[src/design/mpc_pkg.sv]
package mpc_pkg;

    // ****************************************
    // Modes
    // ****************************************
    typedef enum logic [2:0] {
        CFG_ONE   = 3'h0,
        CFG_TWO   = 3'h1,
        CFG_TOTAL = 3'h2,
        CFG_BATCH = 3'h3,
        CFG_DUAL  = 3'h4,
        CFG_TACHO = 3'h5
    } mpc_config_t;

    typedef enum logic [2:0] {
        IN_INC  = 3'h0,
        IN_DEC  = 3'h1,
        IN_CMD  = 3'h2,
        IN_IND  = 3'h3,
        IN_QUAD = 3'h4
    } mpc_in_mode_t;

    typedef enum logic [1:0] {
        OUT_HOLD  = 2'h0,
        OUT_LEVEL = 2'h1,
        OUT_PULSE = 2'h2
    } mpc_out_mode_t;

    // ****************************************
    // Carriers
    // ****************************************
    typedef struct packed {
        logic count_pulse_in_a;
        logic count_pulse_in_b;
        logic clear_pri;
        logic clear_sec;
    } mpc_pins_t;

    typedef struct packed {
        mpc_config_t   cfg_sel;
        mpc_in_mode_t  in_mode;
        mpc_out_mode_t out_one_mode;
        mpc_out_mode_t out_two_mode;
        logic [1:0]    alloc;
    } mpc_settings_t;

    // ****************************************
    // Widths, reset values, timing
    // ****************************************
    localparam int unsigned PV_WIDTH         = 20;
    localparam logic [3:0]  PIN_RESET        = 4'h0;
    localparam logic        OUT_RESET        = 1'b0;
    localparam int unsigned CLK_HZ           = 125_000_000;
    localparam int unsigned ONE_SHOT_MS      = 100;
    localparam int unsigned ONE_SHOT_CYCLES  = CLK_HZ / 1000 * ONE_SHOT_MS;
    localparam int unsigned TACHO_GATE_MS    = 1000;
    localparam int unsigned TACHO_GATE_CYCLES = CLK_HZ / 1000 * TACHO_GATE_MS;

endpackage : mpc_pkg

[src/design/mpc_in_sync.sv]
`timescale 1ns/1ns
module mpc_in_sync #(
    parameter int WIDTH = 4
) (
    input  wire logic             ref_clk_in,
    input  wire logic             rst_in,
    input  wire logic [WIDTH-1:0] raw_in,
    output logic      [WIDTH-1:0] level_out,
    output logic      [WIDTH-1:0] rise_out
);
    import mpc_pkg::*;

    logic [WIDTH-1:0] s1_reg;
    logic [WIDTH-1:0] s2_reg;
    logic [WIDTH-1:0] s3_reg;
    logic [WIDTH-1:0] lvl_reg;
    logic [WIDTH-1:0] rise_reg;
    logic [WIDTH-1:0] agree;
    logic [WIDTH-1:0] lvl_next;

    // Accept a change once stages two and three agree
    assign agree    = ~(s2_reg ^ s3_reg);
    assign lvl_next = (lvl_reg & ~agree) | (s3_reg & agree);

    // Three-stage chain, filtered level, rising edge
    always_ff @(posedge ref_clk_in) begin
        if (rst_in) begin
            s1_reg   <= PIN_RESET[WIDTH-1:0];
            s2_reg   <= PIN_RESET[WIDTH-1:0];
            s3_reg   <= PIN_RESET[WIDTH-1:0];
            lvl_reg  <= PIN_RESET[WIDTH-1:0];
            rise_reg <= PIN_RESET[WIDTH-1:0];
        end else begin
            s1_reg   <= raw_in;
            s2_reg   <= s1_reg;
            s3_reg   <= s2_reg;
            lvl_reg  <= lvl_next;
            rise_reg <= lvl_next & ~lvl_reg;
        end
    end

    assign level_out = lvl_reg;
    assign rise_out  = rise_reg;

endmodule : mpc_in_sync

[src/design/mpc_stage_out.sv]
`timescale 1ns/1ns
module mpc_stage_out #(
    parameter int unsigned PULSE_CYCLES = mpc_pkg::ONE_SHOT_CYCLES
) (
    input  wire logic                  ref_clk_in,
    input  wire logic                  rst_in,
    input  mpc_pkg::mpc_out_mode_t     mode_in,
    input  wire logic                  reach_in,
    input  wire logic                  clear_in,
    input  wire logic                  freeze_in,
    output logic                       stage_out
);
    import mpc_pkg::*;

    logic        reach_d_reg;
    logic        out_reg;
    logic        out_next;
    logic [31:0] pulse_reg;
    logic [31:0] pulse_next;
    logic        reach_rise;

    assign reach_rise = reach_in & ~reach_d_reg;

    // Output behaviour per selected mode
    always_comb begin
        out_next   = out_reg;
        pulse_next = pulse_reg;
        if (freeze_in) begin
            out_next = out_reg;
        end else if (clear_in) begin
            out_next   = OUT_RESET;
            pulse_next = 32'h0;
        end else begin
            unique case (mode_in)
                OUT_HOLD:  out_next = out_reg | reach_rise;
                OUT_LEVEL: out_next = reach_in;
                OUT_PULSE: begin
                    if (reach_rise) begin
                        pulse_next = PULSE_CYCLES;
                    end else if (pulse_reg != 32'h0) begin
                        pulse_next = pulse_reg - 32'h1;
                    end
                    out_next = reach_rise | (pulse_reg > 32'h1);
                end
                default: out_next = OUT_RESET;
            endcase
        end
    end

    // State registers
    always_ff @(posedge ref_clk_in) begin
        if (rst_in) begin
            reach_d_reg <= 1'b0;
            out_reg     <= OUT_RESET;
            pulse_reg   <= 32'h0;
        end else begin
            reach_d_reg <= freeze_in ? reach_d_reg : reach_in;
            out_reg     <= out_next;
            pulse_reg   <= pulse_next;
        end
    end

    assign stage_out = out_reg;

endmodule : mpc_stage_out

[src/design/mpc_counter_top.sv]
`timescale 1ns/1ns
module mpc_counter_top #(
    parameter int unsigned PV_W        = mpc_pkg::PV_WIDTH,
    parameter int unsigned ONE_SHOT_CYC = mpc_pkg::ONE_SHOT_CYCLES,
    parameter int unsigned GATE_CYC     = mpc_pkg::TACHO_GATE_CYCLES
) (
    input  wire logic                 ref_clk_in,
    input  wire logic                 rst_in,
    input  mpc_pkg::mpc_pins_t        pins_in,
    input  mpc_pkg::mpc_settings_t    settings_in,
    input  wire logic [PV_W-1:0]      set_one_in,
    input  wire logic [PV_W-1:0]      set_two_in,
    output logic      [PV_W-1:0]      present_out,
    output logic      [PV_W-1:0]      aux_out,
    output logic                      stage_one_output_out,
    output logic                      stage_two_output_out,
    output logic                      clear_lamp_out
);
    import mpc_pkg::*;

    // ****************************************
    // Direction decode
    // ****************************************
    // Returns {up, down} for one clock
    function automatic logic [1:0] step_dir(
        input mpc_in_mode_t mode,
        input logic         rise_a,
        input logic         rise_b,
        input logic         lvl_b
    );
        logic [1:0] r;
        r = 2'h0;
        unique case (mode)
            IN_INC:  r = {rise_a, 1'b0};
            IN_DEC:  r = {1'b0, rise_a};
            IN_CMD:  r = {rise_a & ~lvl_b, rise_a & lvl_b};
            IN_IND:  r = {rise_a & ~rise_b, rise_b & ~rise_a};
            IN_QUAD: r = {rise_a & ~lvl_b, rise_a & lvl_b};
            default: r = 2'h0;
        endcase
        return r;
    endfunction : step_dir

    // Compares with a fixed width
    function automatic logic at_least(
        input logic [PV_W-1:0] value,
        input logic [PV_W-1:0] limit
    );
        return value >= limit;
    endfunction : at_least

    // ****************************************
    // Input synchronisation
    // ****************************************
    mpc_pins_t  pin_lvl;
    mpc_pins_t  pin_rise;
    logic [3:0] lvl_bits;
    logic [3:0] rise_bits;

    mpc_in_sync #(
        .WIDTH (4)
    ) u_sync (
        .ref_clk_in (ref_clk_in),
        .rst_in     (rst_in),
        .raw_in     (pins_in),
        .level_out  (lvl_bits),
        .rise_out   (rise_bits)
    );

    assign pin_lvl  = mpc_pins_t'(lvl_bits);
    assign pin_rise = mpc_pins_t'(rise_bits);

    // ****************************************
    // Mode decode
    // ****************************************
    mpc_config_t  cfg;
    mpc_in_mode_t imode;
    logic         is_one;
    logic         is_total;
    logic         is_batch;
    logic         is_dual;
    logic         is_tacho;
    logic         is_dec;
    logic         clr_p;
    logic         clr_s;

    assign cfg      = settings_in.cfg_sel;
    assign imode    = settings_in.in_mode;
    assign is_one   = (cfg == CFG_ONE);
    assign is_total = (cfg == CFG_TOTAL);
    assign is_batch = (cfg == CFG_BATCH);
    assign is_dual  = (cfg == CFG_DUAL);
    assign is_tacho = (cfg == CFG_TACHO);
    assign is_dec   = (imode == IN_DEC);
    assign clr_p    = pin_lvl.clear_pri;
    // Secondary clear only where the mode uses it
    assign clr_s    = pin_lvl.clear_sec & (is_total | is_batch | is_dual);

    // ****************************************
    // Count steps
    // ****************************************
    logic [1:0] dir;
    logic       step_up;
    logic       step_dn;
    logic       rise_a;
    logic       rise_b;

    assign rise_a  = pin_rise.count_pulse_in_a;
    assign rise_b  = pin_rise.count_pulse_in_b;
    assign dir     = step_dir(imode, rise_a, rise_b, pin_lvl.count_pulse_in_b);
    // Paired stepping off in dual and tachometer modes
    assign step_up = dir[1] & ~clr_p & ~is_dual & ~is_tacho;
    assign step_dn = dir[0] & ~clr_p & ~is_dual & ~is_tacho;

    // ****************************************
    // Present value and reach
    // ****************************************
    logic [PV_W-1:0] pv_reg;
    logic [PV_W-1:0] pv_next;
    logic [PV_W-1:0] aux_reg;
    logic [PV_W-1:0] aux_next;
    logic [PV_W-1:0] pv_load;
    logic [PV_W-1:0] one_dec_tgt;
    logic [PV_W-1:0] dual_sum;
    logic            reach_pv_one;
    logic            reach_pv_two;
    logic            batch_wrap;

    // Clear value: zero, or set value when counting down
    assign pv_load = is_dec ? (is_one ? set_one_in : set_two_in) : '0;
    // Counting down, stage one fires after set-one pulses
    assign one_dec_tgt  = is_one ? '0 : (set_two_in - set_one_in);
    assign reach_pv_one = is_dec ? (pv_reg <= one_dec_tgt) : at_least(pv_reg, set_one_in);
    assign reach_pv_two = is_dec ? (pv_reg == '0) : at_least(pv_reg, set_two_in);
    assign batch_wrap   = is_batch & reach_pv_two & ~clr_p;
    assign dual_sum     = pv_reg + aux_reg;

    // Next present value per configuration
    always_comb begin
        pv_next = pv_reg;
        if (is_tacho) begin
            pv_next = pv_reg;
        end else if (is_dual) begin
            if (clr_p) begin
                pv_next = '0;
            end else if (rise_a) begin
                pv_next = pv_reg + 1'b1;
            end
        end else if (clr_p) begin
            pv_next = pv_load;
        end else if (batch_wrap) begin
            pv_next = pv_load;
        end else if (step_up) begin
            pv_next = pv_reg + 1'b1;
        end else if (step_dn) begin
            pv_next = pv_reg - 1'b1;
        end
    end

    // Total, batch count or channel B
    always_comb begin
        aux_next = aux_reg;
        if (is_total) begin
            if (clr_s) begin
                aux_next = '0;
            end else if (step_up) begin
                aux_next = aux_reg + 1'b1;
            end else if (step_dn) begin
                aux_next = aux_reg - 1'b1;
            end
        end else if (is_batch) begin
            if (clr_s) begin
                aux_next = '0;
            end else if (batch_wrap) begin
                aux_next = aux_reg + 1'b1;
            end
        end else if (is_dual) begin
            if (clr_s) begin
                aux_next = '0;
            end else if (rise_b) begin
                aux_next = aux_reg + 1'b1;
            end
        end
    end

    // ****************************************
    // Tachometer gate
    // ****************************************
    logic [31:0]     gate_reg;
    logic [PV_W-1:0] acc_reg;
    logic [PV_W-1:0] meas_reg;
    logic            gate_end;
    logic [PV_W-1:0] acc_plus;

    assign gate_end = (gate_reg == GATE_CYC - 1);
    assign acc_plus = acc_reg + {{(PV_W-1){1'b0}}, rise_a};

    // Pulses on input A per gate window
    always_ff @(posedge ref_clk_in) begin
        if (rst_in) begin
            gate_reg <= 32'h0;
            acc_reg  <= '0;
            meas_reg <= '0;
        end else if (!is_tacho) begin
            gate_reg <= 32'h0;
            acc_reg  <= '0;
            meas_reg <= '0;
        end else if (gate_end) begin
            gate_reg <= 32'h0;
            acc_reg  <= '0;
            meas_reg <= clr_p ? meas_reg : acc_plus;
        end else begin
            gate_reg <= gate_reg + 32'h1;
            acc_reg  <= acc_plus;
        end
    end

    // ****************************************
    // Stage outputs
    // ****************************************
    logic reach_one;
    logic reach_two;
    logic clear_one;
    logic clear_two;
    logic freeze;
    logic stage_one;
    logic stage_two;

    // Reach per configuration
    assign reach_one = is_tacho ? at_least(meas_reg, set_one_in) :
                       is_batch ? at_least(aux_reg, set_one_in) :
                       is_dual  ? at_least(dual_sum, set_one_in) :
                       reach_pv_one;
    assign reach_two = is_tacho ? at_least(meas_reg, set_two_in) :
                       is_dual  ? at_least(dual_sum, set_two_in) :
                       is_one   ? 1'b0 : reach_pv_two;
    // Which clear drops which output
    assign clear_one = is_tacho ? 1'b0 : is_batch ? clr_s :
                       is_dual  ? (clr_p | clr_s) : clr_p;
    assign clear_two = is_tacho ? 1'b0 : is_dual ? (clr_p | clr_s) : clr_p;
    assign freeze    = is_tacho & clr_p;

    mpc_stage_out #(
        .PULSE_CYCLES (ONE_SHOT_CYC)
    ) u_stage_one (
        .ref_clk_in (ref_clk_in),
        .rst_in     (rst_in),
        .mode_in    (settings_in.out_one_mode),
        .reach_in   (reach_one),
        .clear_in   (clear_one),
        .freeze_in  (freeze),
        .stage_out  (stage_one)
    );

    mpc_stage_out #(
        .PULSE_CYCLES (ONE_SHOT_CYC)
    ) u_stage_two (
        .ref_clk_in (ref_clk_in),
        .rst_in     (rst_in),
        .mode_in    (settings_in.out_two_mode),
        .reach_in   (reach_two),
        .clear_in   (clear_two),
        .freeze_in  (freeze),
        .stage_out  (stage_two)
    );

    // ****************************************
    // Output registers
    // ****************************************
    logic            phys_one_next;
    logic            phys_two_next;
    logic            phys_one_reg;
    logic            phys_two_reg;
    logic            lamp_reg;
    logic [PV_W-1:0] present_reg;
    logic [PV_W-1:0] aux_out_reg;

    // Output allocation to either stage
    assign phys_one_next = settings_in.alloc[0] ? stage_two : stage_one;
    assign phys_two_next = settings_in.alloc[1] ? stage_one : stage_two;

    // Counters and displayed values
    always_ff @(posedge ref_clk_in) begin
        if (rst_in) begin
            pv_reg       <= '0;
            aux_reg      <= '0;
            phys_one_reg <= OUT_RESET;
            phys_two_reg <= OUT_RESET;
            lamp_reg     <= 1'b0;
            present_reg  <= '0;
            aux_out_reg  <= '0;
        end else begin
            pv_reg       <= pv_next;
            aux_reg      <= aux_next;
            phys_one_reg <= phys_one_next;
            phys_two_reg <= phys_two_next;
            lamp_reg     <= clr_p;
            present_reg  <= is_tacho ? meas_reg : pv_reg;
            aux_out_reg  <= aux_reg;
        end
    end

    assign present_out          = present_reg;
    assign aux_out              = aux_out_reg;
    assign stage_one_output_out = phys_one_reg;
    assign stage_two_output_out = phys_two_reg;
    assign clear_lamp_out       = lamp_reg;

endmodule : mpc_counter_top

[config.mk]
export PLATFORM = sky130hd
export DESIGN_NAME = mpc_counter_top
export DESIGN_NICKNAME = d
export VERILOG_FILES = /design/src/design/mpc_pkg.sv /design/src/design/mpc_in_sync.sv /design/src/design/mpc_stage_out.sv /design/src/design/mpc_counter_top.sv
export SDC_FILE = /design/constraint.sdc
export NUM_CORES = 1
export LEC_CHECK = 0
export ABC_AREA = 1
export ABC_CLOCK_PERIOD_IN_PS = 12100
export BUFFER_PORTS_ARGS = -buffer_cell sky130_fd_sc_hd__buf_4
export CORE_MARGIN = 2
export CORE_UTILIZATION = 37
export CTS_CLUSTER_DIAMETER = 60
export DETAILED_ROUTE_END_ITERATION = 12
export GPL_ROUTABILITY_DRIVEN = 0
export GPL_TIMING_DRIVEN = 0
export HOLD_SLACK_MARGIN = 0.08
export SLEW_MARGIN = 5
export SYNTH_ARGS = -nofsm -noshare
export SYNTH_HDL_FRONTEND = slang
export SYNTH_HIERARCHICAL = 1
export SYNTH_SLANG_ARGS = --single-unit
[constraint.sdc]
create_clock -name ref_clk_in -period 12.1 [get_ports ref_clk_in]
set_input_delay 2.42 -clock ref_clk_in [delete_from_list [all_inputs] [get_ports ref_clk_in]]
set_output_delay 2.42 -clock ref_clk_in [all_outputs]
set_load 0.01 [all_outputs]
==> metrics.md <==
| Metric | Value |
|---|---|
| Leak Pwr | around 11 nW |
| CTS tree | built |
| Outcome | finished, final reports clean |
| Layout cell share with drive strength beyond 1 | 0.0901 |
| Endpoints failing setup | 0 |
| Clock transition at path regs | ~0.05 ns |
| Register area | 4820 um^2 |
| Crit share post-route | 0.609 |
| Global-route usage over all layers | 0.238 |
| Setup Total Neg Slack | 0 ns |
| Critical path origin | set_two_in[0] |
| Number of vias per cell | 5.18 |
| Congestion Overflow GR | 0 |
| Post-CTS setup buffer count | 0 |
| Post-Synthesis Cell Area | 19,900 um^2 |
| DRC | 0 |
| CTS max path bufs | 3 |
| RSZ-0062 raised after global routing | no |
| Die height | around 240 um |
| Worst r2r src | pv_reg[1]$_SDFFE_PP0P_ |
| Setup ws final | about 4.7 ns |
| Ant. Diodes | 0 |
| Final Hold Viols | 0 |
| # Max-Cap Violations | 0 |
| Die Wd | 236 um |
| Row count | 85 |
| Wire per inst | about 17 um |
| Period minus WS final | ~7.4 ns |
| Mapped Cells | around 3,100 |
| WS Path Type | in -> reg |
| Crit-path max FO | 10 |
| Initial core utilization | 0.372 |
| Final max-slew violation count | 0 |
| DRT iter0 DRCs | around 1,800 |
| Critical Path Source Type | primary input |
| PortBufs | slightly below 100 |
| Area Growth Syn to Fin | 13.9% |
| Most frequent cell on the critical path | nand2_1 |
| Num CTS Buffers | 35 |
| First-pass GRT wire length | roughly 100 mm |
| Antenna violations before repair | 4 |
| Delay of the slowest cell on the worst path | 0.44 ns |
| CTS HTree Levels | 2 |
| CTS resizes | 0 |
| Worst slack at placement | between 4 and 5 ns |
| Hold slack final | ~0.4 ns |
| Kind of end point of the critical path | flip-flop |
| CTS Root Cell | clkbuf_16 |
| Area occupied by multi-input gates | ~13,000 um^2 |
| Tightest Hold Check Type | reg -> reg |
| Largest net degree at the start of global routing | 13 |
| Ports placed on the boundary | ~100 |
| Worst path required time | between 10 and 15 ns |
| Most common cell after layout, fill and taps aside | nand2_1 |
| Final instance area | 22,700 um^2 |
| Fmax | ~140 MHz |
| P per Cell Area | ~130 nW/um^2 |
| Vias in the first global route | about 19,000 |
| Crit path to | u_stage_one/pulse_reg[25]$_SDFFE_PP0P_ |
| Critical Path AT | a little under 8 ns |
| Die ar. | about 56,000 um^2 |
| DP HPWL | between 50 and 60 mm |
| R2R Path End | u_stage_two/pulse_reg[30]$_SDFFE_PP0P_ |
| Measured slew at the worst slew-check pin | between 1 and 1.5 ns |
| TritonRoute pass-1 iters | 8 |
| Fillers | between 5,000 and 6,000 |
| Slew HR | 0.309 |
| R2R Setup Slk | roughly 6.3 ns |
| Slowest library cell on the worst path | nor2_2 |
| Fin Clk Skew | 0.0265 ns |
| Total core area | 53,600 um^2 |
| FF-to-FF path depth | 25 |
| Commonest non-fill, non-tap cells in the layout | nand2_1 (680), nor2_1 (524), inv_1 (326) |
| Skew-Pair Late Insertion Delay | about 0.56 ns |
| Hold buffers post-CTS | 0 |
| Syn Nets | around 3,400 |
| Nets@finish | approximately 3,500 |
| Routed WL | between 60 and 70 mm |
| Post-route ant nets | 0 |
| Synth warn | 6 |
| Placed cell areas | approximately 22,000 um^2 |
| Mapped Avg Cell Area | ~6.4 um^2 |
| Worst hold start | u_sync/s1_reg[3]$_SDFF_PP0_ |
| Clk sinks | about 240 |
| Max VDD drop | 0.104 mV |
| Via count | just over 20,000 |
## how the worst min path moves through the flow
stage	slack, ns	endpoint	depth (start not counted)
after floorplan	0.39	u_sync/s2_reg[0]$_SDFF_PP0_	2
after global placement	0.39	u_sync/s2_reg[3]$_SDFF_PP0_	2
after detailed placement	0.40	u_sync/s2_reg[3]$_SDFF_PP0_	2
after CTS	0.40	u_sync/s2_reg[3]$_SDFF_PP0_	2
after global routing	0.42	u_sync/s2_reg[3]$_SDFF_PP0_	2
final	0.40	u_sync/s2_reg[3]$_SDFF_PP0_	2
## critical path: cells and delay by family
family / cells / cell delay (ns)
AO/OA/AOI/OAI: 6 / 1.46
AND/OR/NAND/NOR: 17 / 2.29
buffers and inverters: 6 / 0.69
adder cells (fa/ha/maj): 3 / 0.97
## area by class of cell
cell class	count	area share
Multi-Input combinational cell	2443	0.584
Sequential cell	241	0.212
Inverter	350	0.0579
Clock buffer	47	0.0441
Tap cell	696	0.0383
Timing Repair Buffer	99	0.0327
Buffer	91	0.0243
Clock inverter	15	0.00666
## metrics by stage
step                total power [mW]  utilization  cells
floorplan                       1.73            -   3125
global placement                2.00        0.402   3920
detailed placement              2.00        0.402   3920
CTS                             3.03        0.424   3982
global route                    3.23        0.424   3982
finish                          3.02        0.424   3982
## metal layers
layer | track usage | part of all wire | up-vias
li1 | - | - | 10500
met1 | 0.323 | 0.45 | 9258
met2 | 0.380 | 0.44 | 692
met3 | 0.0488 | 0.080 | 141
met4 | 0.0708 | 0.031 | 6
met5 | 0 | 0.00062 | -
## where the power goes
part	total, mW	switching [mW]	internal [mW]
registers	0.924	0.0729	0.851
clock network	1.01	0.397	0.611
logic	1.08	0.706	0.376
Note: power is estimated with default switching activity, not from simulation.
